<file path="config.mk">
export PLATFORM = sky130hd
export DESIGN_NAME = msw_status
export DESIGN_NICKNAME = d
export VERILOG_FILES = /design/src/rtl/msw_pkg.sv /design/src/rtl/msw_status.sv
export SDC_FILE = /design/constraint.sdc
export NUM_CORES = 1
export LEC_CHECK = 0
export BUFFER_PORTS_ARGS = -buffer_cell sky130_fd_sc_hd__buf_2
export CAP_MARGIN = 10
export CORE_AREA = 2 2 113 60
export DETAILED_ROUTE_END_ITERATION = 6
export DIE_AREA = 0 0 115 62
export HOLD_SLACK_MARGIN = 0.15
export PLACE_DENSITY = 0.77
export SLEW_MARGIN = 20
export SYNTH_ARGS = -nofsm -noshare
export SYNTH_HDL_FRONTEND = slang
export SYNTH_SLANG_ARGS = --single-unit
</file>
<file path="constraint.sdc">
create_clock -name i_sys_clk -period 1.5 [get_ports i_sys_clk]
set_input_delay 0.3 -clock i_sys_clk [delete_from_list [all_inputs] [get_ports i_sys_clk]]
set_output_delay 0.3 -clock i_sys_clk [all_outputs]
set_load 0.005 [all_outputs]
</file>
<file path="src/rtl/msw_pkg.sv">
package msw_pkg;
  // widths
  localparam int STATUS_W = 16;
  localparam int SW_COUNT = 10;
  localparam int ADDR_W = 6;
  localparam int SYNC_W = 16;
  // switch field positions (index 0 is switch 1)
  localparam int SW_ADDR_LSB = 4;
  localparam int SW_LOCAL_LSB = 2;
  // status bit positions
  localparam int ST_MOVE = 0;
  localparam int ST_INPOS = 1;
  localparam int ST_VEL = 2;
  localparam int ST_ANALOG = 3;
  localparam int ST_TRAJ = 4;
  localparam int ST_CONN = 5;
  localparam int ST_PKTERR = 6;
  localparam int ST_FOLLOW = 7;
  localparam int ST_DISABLED = 8;
  localparam int ST_RANGE = 9;
  localparam int ST_LOCAL = 10;
  localparam int ST_ESTOP = 11;
  localparam int ST_EVENT1 = 12;
  localparam int ST_POSLIM = 13;
  localparam int ST_EVENT2 = 14;
  localparam int ST_NEGLIM = 15;
  // synchronised pin vector positions (switches occupy 0..9)
  localparam int PIN_ANALOG = 10;
  localparam int PIN_ESTOP = 11;
  localparam int PIN_EVENT1 = 12;
  localparam int PIN_EVENT2 = 13;
  localparam int PIN_POSLIM = 14;
  localparam int PIN_NEGLIM = 15;
  // reset values and timing
  localparam logic [STATUS_W-1:0] STATUS_RST = 16'h0000;
  localparam logic [SW_COUNT-1:0] SW_RST = 10'h3ff;
  localparam logic [ADDR_W-1:0] ADDR_RST = 6'h00;
  localparam logic [ADDR_W-1:0] BCAST_ADDR = 6'h00;
  localparam logic [1:0] LOAD_WAIT = 2'h2;
endpackage : msw_pkg

</file>
<file path="src/rtl/msw_status.sv">
`timescale 1ns/10ps
module msw_status
(
  // clock and reset
  input wire logic i_sys_clk,
  input wire logic i_resetn,
  // host status request
  input wire logic i_status_req,
  output logic [msw_pkg::STATUS_W-1:0] o_status_word,
  output logic o_status_valid,
  // motion state from trajectory and servo logic
  input wire logic i_move_active,
  input wire logic i_in_position,
  input wire logic i_velocity_mode,
  input wire logic i_traj_pct_done,
  input wire logic i_following_err,
  input wire logic i_motor_enabled,
  input wire logic i_error_disable,
  input wire logic i_range_limit_hit,
  input wire logic i_local_mode,
  input wire logic i_analog_input_mode,
  input wire logic i_filter_sample,
  // fieldbus state
  input wire logic i_fb_conn_active,
  input wire logic i_fb_pkt_error,
  input wire logic i_fb_err_clear,
  // pins from outside the clock domain
  input wire logic [msw_pkg::SW_COUNT-1:0] i_config_sw,
  input wire logic i_analog_level,
  input wire logic i_estop,
  input wire logic i_event1,
  input wire logic i_event2,
  input wire logic i_pos_limit,
  input wire logic i_neg_limit,
  // stored configuration boot
  input wire logic i_stored_config_boot,
  input wire logic [msw_pkg::SW_COUNT-1:0] i_stored_config,
  // address matching
  input wire logic i_serial_addr_valid,
  input wire logic [msw_pkg::ADDR_W-1:0] i_serial_addr,
  input wire logic i_fb_addr_valid,
  input wire logic [msw_pkg::ADDR_W-1:0] i_fb_addr,
  output logic o_serial_accept,
  output logic o_fb_accept,
  // decoded configuration
  output logic [msw_pkg::SW_COUNT-1:0] o_config,
  output logic [msw_pkg::ADDR_W-1:0] o_network_node_id,
  output logic [msw_pkg::ADDR_W-1:0] o_speed_range
);

  // six-bit field of switches 5..10; pins already read on as 0
  function automatic logic [msw_pkg::ADDR_W-1:0] msw_sw_field(input logic [msw_pkg::SW_COUNT-1:0] sw);
    msw_sw_field = sw[msw_pkg::SW_ADDR_LSB +: msw_pkg::ADDR_W];
  endfunction : msw_sw_field

  logic [msw_pkg::SYNC_W-1:0] sync_a;
  logic [msw_pkg::SYNC_W-1:0] sync_b;
  logic [1:0] load_cnt;
  logic cfg_loaded;
  logic pkt_err_flag;
  logic [msw_pkg::SW_COUNT-1:0] cfg;
  wire [msw_pkg::SYNC_W-1:0] pins_raw;
  wire [msw_pkg::SW_COUNT-1:0] sw_now;
  wire [msw_pkg::SW_COUNT-1:0] cfg_src;
  wire [msw_pkg::SW_COUNT-1:0] next_cfg;
  wire [msw_pkg::ADDR_W-1:0] node_addr;
  wire [msw_pkg::STATUS_W-1:0] next_status;
  wire load_now;
  wire serial_hit;
  wire fb_hit;

  // all pins share one two-stage synchroniser
  assign pins_raw = {i_neg_limit, i_pos_limit, i_event2, i_event1, i_estop, i_analog_level, i_config_sw};

  // only the second stage is read by logic
  always_ff @(posedge i_sys_clk or negedge i_resetn)
  begin
    if (!i_resetn)
    begin
      sync_a <= {msw_pkg::SYNC_W{1'b0}};
      sync_b <= {msw_pkg::SYNC_W{1'b0}};
    end
    else
    begin
      sync_a <= pins_raw;
      sync_b <= sync_a;
    end
  end

  // switch on pulls the pin low, so the raw level is the decoded bit
  assign sw_now = sync_b[msw_pkg::SW_COUNT-1:0];

  // power-up latch waits until the synchroniser holds real pin values
  assign load_now = !cfg_loaded && (load_cnt == msw_pkg::LOAD_WAIT);
  assign cfg_src = i_stored_config_boot ? i_stored_config : sw_now;

  // local mode resamples switches 3..10 live; 1 and 2 stay latched
  assign next_cfg = load_now ? cfg_src
                  : (cfg_loaded && i_local_mode) ? {sw_now[msw_pkg::SW_COUNT-1:msw_pkg::SW_LOCAL_LSB],
                                                    cfg[msw_pkg::SW_LOCAL_LSB-1:0]}
                  : cfg;

  // configuration latch; caught by the third clock after release, never by reset
  always_ff @(posedge i_sys_clk or negedge i_resetn)
  begin
    if (!i_resetn)
    begin
      load_cnt <= 2'h0;
      cfg_loaded <= 1'b0;
      cfg <= msw_pkg::SW_RST;
    end
    else
    begin
      if (!cfg_loaded && load_cnt != msw_pkg::LOAD_WAIT)
        load_cnt <= load_cnt + 2'h1;
      if (load_now)
        cfg_loaded <= 1'b1;
      cfg <= next_cfg;
    end
  end

  // all switches on reads 0
  assign node_addr = msw_sw_field(cfg);

  // serial: own address or broadcast 0; fieldbus: exact match only
  assign serial_hit = (i_serial_addr == node_addr) || (i_serial_addr == msw_pkg::BCAST_ADDR);
  assign fb_hit = (i_fb_addr == node_addr);

  // sticky packet error; a new error beats a clear in the same cycle
  always_ff @(posedge i_sys_clk or negedge i_resetn)
  begin
    if (!i_resetn)
      pkt_err_flag <= 1'b0;
    else if (i_fb_pkt_error)
      pkt_err_flag <= 1'b1;
    else if (i_fb_err_clear)
      pkt_err_flag <= 1'b0;
  end

  // status word assembly; events only appear here, nothing else reacts
  assign next_status[msw_pkg::ST_MOVE] = i_move_active;
  assign next_status[msw_pkg::ST_INPOS] = i_in_position;
  assign next_status[msw_pkg::ST_VEL] = i_velocity_mode;
  assign next_status[msw_pkg::ST_ANALOG] = i_analog_input_mode ? sync_b[msw_pkg::PIN_ANALOG] : 1'b1;
  assign next_status[msw_pkg::ST_TRAJ] = i_traj_pct_done;
  assign next_status[msw_pkg::ST_CONN] = i_fb_conn_active;
  assign next_status[msw_pkg::ST_PKTERR] = pkt_err_flag;
  assign next_status[msw_pkg::ST_FOLLOW] = i_following_err;
  assign next_status[msw_pkg::ST_DISABLED] = !i_motor_enabled || i_error_disable;
  assign next_status[msw_pkg::ST_RANGE] = i_range_limit_hit;
  assign next_status[msw_pkg::ST_LOCAL] = i_local_mode;
  assign next_status[msw_pkg::ST_ESTOP] = sync_b[msw_pkg::PIN_ESTOP];
  assign next_status[msw_pkg::ST_EVENT1] = sync_b[msw_pkg::PIN_EVENT1];
  assign next_status[msw_pkg::ST_POSLIM] = sync_b[msw_pkg::PIN_POSLIM];
  assign next_status[msw_pkg::ST_EVENT2] = sync_b[msw_pkg::PIN_EVENT2];
  assign next_status[msw_pkg::ST_NEGLIM] = sync_b[msw_pkg::PIN_NEGLIM];

  // snapshot on request: all bits from one cycle, held until next request
  always_ff @(posedge i_sys_clk or negedge i_resetn)
  begin
    if (!i_resetn)
    begin
      o_status_word <= msw_pkg::STATUS_RST;
      o_status_valid <= 1'b0;
    end
    else
    begin
      o_status_valid <= i_status_req;
      if (i_status_req)
        o_status_word <= next_status;
    end
  end

  // address match strobes, one cycle after the address is offered
  always_ff @(posedge i_sys_clk or negedge i_resetn)
  begin
    if (!i_resetn)
    begin
      o_serial_accept <= 1'b0;
      o_fb_accept <= 1'b0;
    end
    else
    begin
      o_serial_accept <= i_serial_addr_valid && serial_hit;
      o_fb_accept <= i_fb_addr_valid && fb_hit;
    end
  end

  // decoded outputs; the speed range only moves at a filter sample
  always_ff @(posedge i_sys_clk or negedge i_resetn)
  begin
    if (!i_resetn)
    begin
      o_config <= msw_pkg::SW_RST;
      o_network_node_id <= msw_pkg::ADDR_RST;
      o_speed_range <= msw_pkg::ADDR_RST;
    end
    else
    begin
      o_config <= cfg;
      o_network_node_id <= node_addr;
      if (i_filter_sample && i_velocity_mode)
        o_speed_range <= node_addr;
    end
  end

  // checks
  snap_coherent_a: assert property (@(posedge i_sys_clk) disable iff (!i_resetn)
    i_status_req |=> (o_status_word == $past(next_status)) && o_status_valid)
    else $error("status snapshot mismatch");
  snap_hold_a: assert property (@(posedge i_sys_clk) disable iff (!i_resetn)
    !i_status_req |=> $stable(o_status_word))
    else $error("status word changed without request");
  analog_bit_a: assert property (@(posedge i_sys_clk) disable iff (!i_resetn)
    (i_status_req && !i_analog_input_mode) |=> o_status_word[msw_pkg::ST_ANALOG])
    else $error("analog bit not forced to one");
  pkt_err_set_a: assert property (@(posedge i_sys_clk) disable iff (!i_resetn)
    i_fb_pkt_error |=> pkt_err_flag)
    else $error("packet error lost");
  pkt_err_clr_a: assert property (@(posedge i_sys_clk) disable iff (!i_resetn)
    (i_fb_err_clear && !i_fb_pkt_error) |=> !pkt_err_flag)
    else $error("packet error not cleared");
  disabled_bit_a: assert property (@(posedge i_sys_clk) disable iff (!i_resetn)
    (i_status_req && !i_motor_enabled) |=> o_status_word[msw_pkg::ST_DISABLED])
    else $error("disabled bit wrong");
  bcast_accept_a: assert property (@(posedge i_sys_clk) disable iff (!i_resetn)
    (i_serial_addr_valid && i_serial_addr == msw_pkg::BCAST_ADDR) |=> o_serial_accept)
    else $error("broadcast not accepted");
  fb_exact_a: assert property (@(posedge i_sys_clk) disable iff (!i_resetn)
    (i_fb_addr_valid && i_fb_addr != node_addr) |=> !o_fb_accept)
    else $error("fieldbus accepted foreign address");
  range_hold_a: assert property (@(posedge i_sys_clk) disable iff (!i_resetn)
    !i_filter_sample |=> $stable(o_speed_range))
    else $error("speed range moved outside filter sample");
  latch_once_a: assert property (@(posedge i_sys_clk) disable iff (!i_resetn)
    (cfg_loaded && !i_local_mode) |=> $stable(cfg))
    else $error("configuration changed outside local mode");
  load_time_a: assert property (@(posedge i_sys_clk) disable iff (!i_resetn)
    $rose(load_cnt == msw_pkg::LOAD_WAIT) |=> cfg_loaded)
    else $error("configuration not latched after wait");
  estop_bit_a: assert property (@(posedge i_sys_clk) disable iff (!i_resetn)
    i_status_req |=> o_status_word[msw_pkg::ST_ESTOP] == $past(sync_b[msw_pkg::PIN_ESTOP]))
    else $error("estop bit wrong");

  // each status bit but estop against the input behind it, as sampled in the request cycle
  move_bit_a: assert property (@(posedge i_sys_clk) disable iff (!i_resetn)
    i_status_req |=> o_status_word[msw_pkg::ST_MOVE] == $past(i_move_active))
    else $error("move bit wrong");
  inpos_bit_a: assert property (@(posedge i_sys_clk) disable iff (!i_resetn)
    i_status_req |=> o_status_word[msw_pkg::ST_INPOS] == $past(i_in_position))
    else $error("in-position bit wrong");
  vel_bit_a: assert property (@(posedge i_sys_clk) disable iff (!i_resetn)
    i_status_req |=> o_status_word[msw_pkg::ST_VEL] == $past(i_velocity_mode))
    else $error("velocity bit wrong");
  analog_follow_a: assert property (@(posedge i_sys_clk) disable iff (!i_resetn)
    (i_status_req && i_analog_input_mode) |=> o_status_word[msw_pkg::ST_ANALOG] ==
      $past(sync_b[msw_pkg::PIN_ANALOG]))
    else $error("analog bit does not follow the pin");
  traj_bit_a: assert property (@(posedge i_sys_clk) disable iff (!i_resetn)
    i_status_req |=> o_status_word[msw_pkg::ST_TRAJ] == $past(i_traj_pct_done))
    else $error("trajectory bit wrong");
  conn_bit_a: assert property (@(posedge i_sys_clk) disable iff (!i_resetn)
    i_status_req |=> o_status_word[msw_pkg::ST_CONN] == $past(i_fb_conn_active))
    else $error("connection bit wrong");
  pkt_bit_a: assert property (@(posedge i_sys_clk) disable iff (!i_resetn)
    i_status_req |=> o_status_word[msw_pkg::ST_PKTERR] == $past(pkt_err_flag))
    else $error("packet error bit wrong");
  follow_bit_a: assert property (@(posedge i_sys_clk) disable iff (!i_resetn)
    i_status_req |=> o_status_word[msw_pkg::ST_FOLLOW] == $past(i_following_err))
    else $error("following error bit wrong");
  enabled_bit_a: assert property (@(posedge i_sys_clk) disable iff (!i_resetn)
    (i_status_req && i_motor_enabled && !i_error_disable) |=> !o_status_word[msw_pkg::ST_DISABLED])
    else $error("disabled bit set while enabled");
  errdis_bit_a: assert property (@(posedge i_sys_clk) disable iff (!i_resetn)
    (i_status_req && i_error_disable) |=> o_status_word[msw_pkg::ST_DISABLED])
    else $error("error disable not reported");
  range_bit_a: assert property (@(posedge i_sys_clk) disable iff (!i_resetn)
    i_status_req |=> o_status_word[msw_pkg::ST_RANGE] == $past(i_range_limit_hit))
    else $error("range limit bit wrong");
  local_bit_a: assert property (@(posedge i_sys_clk) disable iff (!i_resetn)
    i_status_req |=> o_status_word[msw_pkg::ST_LOCAL] == $past(i_local_mode))
    else $error("local mode bit wrong");
  event1_bit_a: assert property (@(posedge i_sys_clk) disable iff (!i_resetn)
    i_status_req |=> o_status_word[msw_pkg::ST_EVENT1] == $past(sync_b[msw_pkg::PIN_EVENT1]))
    else $error("event one bit wrong");
  event2_bit_a: assert property (@(posedge i_sys_clk) disable iff (!i_resetn)
    i_status_req |=> o_status_word[msw_pkg::ST_EVENT2] == $past(sync_b[msw_pkg::PIN_EVENT2]))
    else $error("event two bit wrong");
  poslim_bit_a: assert property (@(posedge i_sys_clk) disable iff (!i_resetn)
    i_status_req |=> o_status_word[msw_pkg::ST_POSLIM] == $past(sync_b[msw_pkg::PIN_POSLIM]))
    else $error("positive limit bit wrong");
  neglim_bit_a: assert property (@(posedge i_sys_clk) disable iff (!i_resetn)
    i_status_req |=> o_status_word[msw_pkg::ST_NEGLIM] == $past(sync_b[msw_pkg::PIN_NEGLIM]))
    else $error("negative limit bit wrong");

  // handshake, sticky flag and address strobes; strobes must never linger
  valid_pulse_a: assert property (@(posedge i_sys_clk) disable iff (!i_resetn)
    !i_status_req |=> !o_status_valid)
    else $error("status valid without request");
  pkt_hold_a: assert property (@(posedge i_sys_clk) disable iff (!i_resetn)
    (!i_fb_pkt_error && !i_fb_err_clear) |=> $stable(pkt_err_flag))
    else $error("packet error flag moved on its own");
  serial_own_a: assert property (@(posedge i_sys_clk) disable iff (!i_resetn)
    (i_serial_addr_valid && i_serial_addr == node_addr) |=> o_serial_accept)
    else $error("own serial address refused");
  serial_foreign_a: assert property (@(posedge i_sys_clk) disable iff (!i_resetn)
    (i_serial_addr_valid && i_serial_addr != node_addr && i_serial_addr != msw_pkg::BCAST_ADDR)
      |=> !o_serial_accept)
    else $error("serial accepted foreign address");
  fb_own_a: assert property (@(posedge i_sys_clk) disable iff (!i_resetn)
    (i_fb_addr_valid && i_fb_addr == node_addr) |=> o_fb_accept)
    else $error("own fieldbus address refused");
  no_accept_a: assert property (@(posedge i_sys_clk) disable iff (!i_resetn)
    !i_serial_addr_valid |=> !o_serial_accept)
    else $error("serial accept without address");
  fb_idle_a: assert property (@(posedge i_sys_clk) disable iff (!i_resetn)
    !i_fb_addr_valid |=> !o_fb_accept)
    else $error("fieldbus accept without address");

  // switch latch and decode; a second reset must reload from the right source
  node_addr_a: assert property (@(posedge i_sys_clk) disable iff (!i_resetn)
    cfg_loaded |=> o_network_node_id == $past(cfg[msw_pkg::SW_ADDR_LSB +: msw_pkg::ADDR_W]))
    else $error("node address not from switches 5 to 10");
  cfg_out_a: assert property (@(posedge i_sys_clk) disable iff (!i_resetn)
    cfg_loaded |=> o_config == $past(cfg))
    else $error("configuration output stale");
  range_load_a: assert property (@(posedge i_sys_clk) disable iff (!i_resetn)
    (i_filter_sample && i_velocity_mode) |=> o_speed_range == $past(node_addr))
    else $error("speed range not loaded at filter sample");
  range_pos_hold_a: assert property (@(posedge i_sys_clk) disable iff (!i_resetn)
    !i_velocity_mode |=> $stable(o_speed_range))
    else $error("speed range moved in position control");
  local_follow_a: assert property (@(posedge i_sys_clk) disable iff (!i_resetn)
    (cfg_loaded && i_local_mode) |=> cfg[msw_pkg::SW_COUNT-1:msw_pkg::SW_LOCAL_LSB] ==
      $past(sync_b[msw_pkg::SW_COUNT-1:msw_pkg::SW_LOCAL_LSB]))
    else $error("local switches not followed");
  fixed_low_a: assert property (@(posedge i_sys_clk) disable iff (!i_resetn)
    cfg_loaded |=> $stable(cfg[msw_pkg::SW_LOCAL_LSB-1:0]))
    else $error("switches 1 and 2 changed after power-up");
  stored_boot_a: assert property (@(posedge i_sys_clk) disable iff (!i_resetn)
    (load_now && i_stored_config_boot) |=> cfg == $past(i_stored_config))
    else $error("stored image not latched");
  pin_boot_a: assert property (@(posedge i_sys_clk) disable iff (!i_resetn)
    (load_now && !i_stored_config_boot) |=> cfg == $past(sync_b[msw_pkg::SW_COUNT-1:0]))
    else $error("switch pins not latched");

  // scenario covers
  read_c: cover property (@(posedge i_sys_clk) disable iff (!i_resetn) i_status_req ##1 o_status_valid);
  err_clash_c: cover property (@(posedge i_sys_clk) disable iff (!i_resetn) i_fb_pkt_error && i_fb_err_clear);
  range_c: cover property (@(posedge i_sys_clk) disable iff (!i_resetn)
    (i_filter_sample && i_velocity_mode) ##1 $changed(o_speed_range));
  local_c: cover property (@(posedge i_sys_clk) disable iff (!i_resetn) cfg_loaded && i_local_mode && $changed(cfg));
  bcast_c: cover property (@(posedge i_sys_clk) disable iff (!i_resetn)
    (i_serial_addr_valid && i_serial_addr == msw_pkg::BCAST_ADDR) ##1 o_serial_accept);

endmodule : msw_status
</file>
# Yosys cells after proc, flatten, opt, wreduce, memory -nomap -nowiden
# Cells that the tools add are included.
# word_totals
ff_bits,87
latch_bits,0
mem_bits_rw,0
mem_bits_ro,0
output_inout_bits,41
mem_count,0
# op_classes
n_addsub,1
mul,0
n_div,0
magnitude_cmp,0
eq_ne,4
n_shift,0
mux,6
bitwise,0
n_reduce_logical,13
# ops
cell,count
10-bit two-way mux,3
6-bit equality test,2
1-bit logical AND,6
6-bit logical NOT,1
2-bit nonzero test,2
1-bit two-way mux,3
2-bit by 1-bit adder with 2-bit output (second input constant),1
2-bit equality test (second input constant),1
1-bit logical NOT,2
1-bit logical OR,2
2-bit != test (second input constant),1

# Depth between registers and ports, before layout
# logic_depth
ltp_word,3
mapped_depth,6
depth_no_buf,5

# Worst setup path after synthesis
# Ideal clock, no wire load.
# synth_path
path_type,flip-flop to flip-flop
from,reg load_cnt[0]
to,reg cfg[8] (netlist bit)
setup_time_ps,76
t_arrival_ps,1190
setup_slack_ps,234
stages_incl_launch_ff,6
path_buffers,1
cell_sequence,dfrtp_1 > inv_1 > ha_1 > mux2_4 > buf_8 > a31oi_2
# synth_between
elab_chain_cells,3
# synth_lines
item,line_no,text
start: declaration,msw_status.sv:58,logic [1:0] load_cnt;
start signal: assignment,msw_status.sv:115,load_cnt <= load_cnt + 2'h1;
2-bit equality test (*),msw_status.sv:94,assign load_now = !cfg_loaded && (load_cnt == msw_pkg::LOAD_WAIT);
1-bit logical AND (*),msw_status.sv:94,
10-bit two-way mux / 2-bit nonzero test (equally long branches),--,
end signal: assignment,msw_status.sv:110,cfg <= msw_pkg::SW_RST;
end signal: assignment,msw_status.sv:118,cfg <= next_cfg;
end: declaration,msw_status.sv:61,logic [msw_pkg::SW_COUNT-1:0] cfg;
# Mark *: on every way between the ends. The rest lies on a longest branch, timed or not.
# A chain may end at the register's enable or synchronous reset.

# Final worst setup path
# Same ends and word-level chain as after synthesis.

==> summary.txt <==
worst reg2reg endpoint: cfg[8]$_DFFE_PN1P_
min Tclk post-route: 1280 ps
Max-slew headroom: 72.0%
Core Rows: 21
WP data required: 1760 ps
status: completed
area of the multi-input gates: 672 sq um
Synth Cell Area: 0.00292 sq mm
placer congestion estimate: 0.814
sequential-to-total area share from yosys stat: 75.3%
Synth Register Bits: 87
routed vias/inst: 4.67
Die ar.: 0.00713 sq mm
CP Capture Type: flip-flop
Post-synth EDFFs: 0
Power Total: 5.27 mW
fillcell total: 494
PD cells: 1310 mW/mm^2
Mapped Nets: 248
first-pass GRT wire length: 8670 um
vias in the first global route: 1803
total track usage: 17.0%
main flop type after synthesis: dfrtp_1
reg2reg start: load_cnt[0]$_DFFE_PN0P_
Setup TNS: 0 ps
buffers added on ports: 98
Yosys cell types: 29
max_cap viols: 0
Worst Hold Endpoint: cfg[9]$_DFFE_PN1P_
Final Cycle Share: 85.5%
DRT Pass-1 Iters: 4
DR WL/cell: 14.0 um
CTS tree: yes
worst-path cell chain: inv_1 -> ha_1 -> and3b_2 -> nand2_1 -> a31oi_2
kind of critical path: reg2reg
CP Launch Type: flip-flop
chip height: 62 um
Reg area: 0.00220 sq mm
DRC viols: 0
dpl ws: 147 ps
RSZ-0062 raised after global routing: false
Max Slew Vio Count: 0
WP data arrival: 1540 ps
Slew @ Worst Pin: 420 ps
Longest Clk Path Bufs: 2
final antenna diode count: 0
crit path launch: load_cnt[0]$_DFFE_PN0P_
final wirelength: 5620 um
post-synthesis cell count: 189
crit path max fanout: 8
Reg2Reg Setup Slack: 220 ps
layout cell share with drive strength beyond 1: 43.4%
maximum number of pins on one net before global-route repair: 33
Syn. warnings: 0
worst r2r path cells: 5
Clock transition at path regs: 60 ps
Syn Area/Cell: 15.5 sq um
leakage power: 1.88 nW
Core Region: 0.00631 sq mm
Synth async-reset ratio: 100%
Die Wd: 115 um
area grow syn2layout: 37.3%
Hold WC Path Type: in2reg
Clock Latency Late Sink: 330 ps
Post-DRT Antenna Nets: 0
Final setup viols: 0
CP peak stage delay: 380 ps
Final WS setup: 217 ps
Placement Cell Area: 0.00352 sq mm
H-tree depth: 3
worst hold path startpoint: i_stored_config[9]
Root Buffer: clkbuf_16
Initial DRC Count: 57
CTS Buf Count: 9
Starting Density: 46.4%
initial antenna violation count: 0
placed cell count: 364
Ports: 99
Final #Nets: 374
Final Hold Viols: 0
fmax: 779 MHz
total number of vias: 1869
Design Area, Final: 0.00401 sq mm
non-filler instance count after layout: 400
DP Wirelength: 3850 um
clk_skew: 4.34 ps
Hold Slack: 184 ps
Max VDD drop: 0.889 mV
CP max-delay cell: dfrtp_1
Sinks on Clock Net: 87
global route overflow: 0
Util after Layout: 63.7%
hold depth: 3
worst max-delay path by stage:
stage,end,slack [ps],cells after the start
after detailed placement,cfg[8]$_DFFE_PN1P_,150,5
after global placement,cfg[8]$_DFFE_PN1P_,180,5
after floorplan,cfg[8]$_DFFE_PN1P_,230,5
after global routing,cfg[5]$_DFFE_PN1P_,70,5
final,cfg[8]$_DFFE_PN1P_,220,5
after CTS,cfg[8]$_DFFE_PN1P_,130,5
area by class of cell:
class / instances / area share, %
flip-flops and latches: 87 / 54.9
repair buffers: 120 / 18.3
multi-input cells: 93 / 16.7
clock buffers: 12 / 6.14
well taps: 80 / 2.49
clock inverters: 4 / 1.12
inverters: 4 / 0.374
cells by family after synthesis:
family,share of synthesized area (%)
AO/OA/AOI/OAI,3.29
XOR/XNOR,3.89
adder cells (fa/ha/maj),0.428
buffers and inverters,1.75
flip-flops,75.3
multiplexers,8.90
AND/OR/NAND/NOR,6.42
sequential cells by signal, summed over array words and instances (netlist names):
| name | count |
|---|---|
| o_status_word | 16 |
| sync_a | 16 |
| sync_b | 16 |
| cfg | 10 |
| o_config | 10 |
| o_network_node_id | 6 |
| o_speed_range | 6 |
| load_cnt | 2 |
| cfg_loaded | 1 |
| o_fb_accept | 1 |
| o_serial_accept | 1 |
| o_status_valid | 1 |
| pkt_err_flag | 1 |
layer usage:
metal / vias up / GRT usage [%] / wire length (um)
li1: 883 / - / -
met3: 10 / 7.47 / 471
met2: 69 / 27.2 / 2560
met5: - / 0 / 0
met4: 0 / 7.23 / 80
met1: 907 / 20.9 / 2500
cell usage in the layout (no fill, tap or decap), types with 3 or more instances in the layout:
| cell | count |
|---|---|
| clkinv_2 | 3 |
| inv_1 | 4 |
| clkbuf_16 | 9 |
| dfstp_2 | 20 |
| xnor2_1 | 10 |
| nor2_1 | 8 |
| xor2_1 | 3 |
| nand2_1 | 21 |
| buf_2 | 97 |
| dfrtp_1 | 67 |
| mux2_1 | 20 |
| dlygate4sd3_1 | 20 |
| o21ai_1 | 4 |
| a31oi_1 | 9 |
synth_stat cells (all sizes together) (2+ instances only):
| cell | n | area (sq um) |
|---|---|---|
| mux2 | 21 | 240 |
| nor2 | 10 | 42.5 |
| dfstp | 20 | 526 |
| inv | 4 | 15.0 |
| nand2 | 21 | 78.8 |
| nand4 | 2 | 12.5 |
| dfrtp | 67 | 1680 |
| xor2 | 3 | 26.3 |
| o21ai | 4 | 20.0 |
| xnor2 | 10 | 87.6 |
| a31oi | 10 | 68.8 |
| mux2i | 2 | 20.0 |
| buf | 4 | 32.5 |
where the power goes:
part | switching, mW | internal, mW
logic | 0.206 | 0.263
clock network | 0.816 | 1.33
registers | 0.0980 | 2.57
worst max-delay path, delay by kind of cell, from the launching register on:
kind | cells | cell delay [ps]
simple gates | 2 | 390
buf+inv | 1 | 60
compound gates | 1 | 180
fa+ha+maj | 1 | 210
flops | 1 | 380
what timing repair did:
action,in CTS,in global routing
buffers inserted,0,0
setup endpoints to repair,0,1
hold endpoints to repair,33,0
resized for setup,0,1
hold buffers,20,0
No activity file was read; power rests on OpenSTA's default activity.
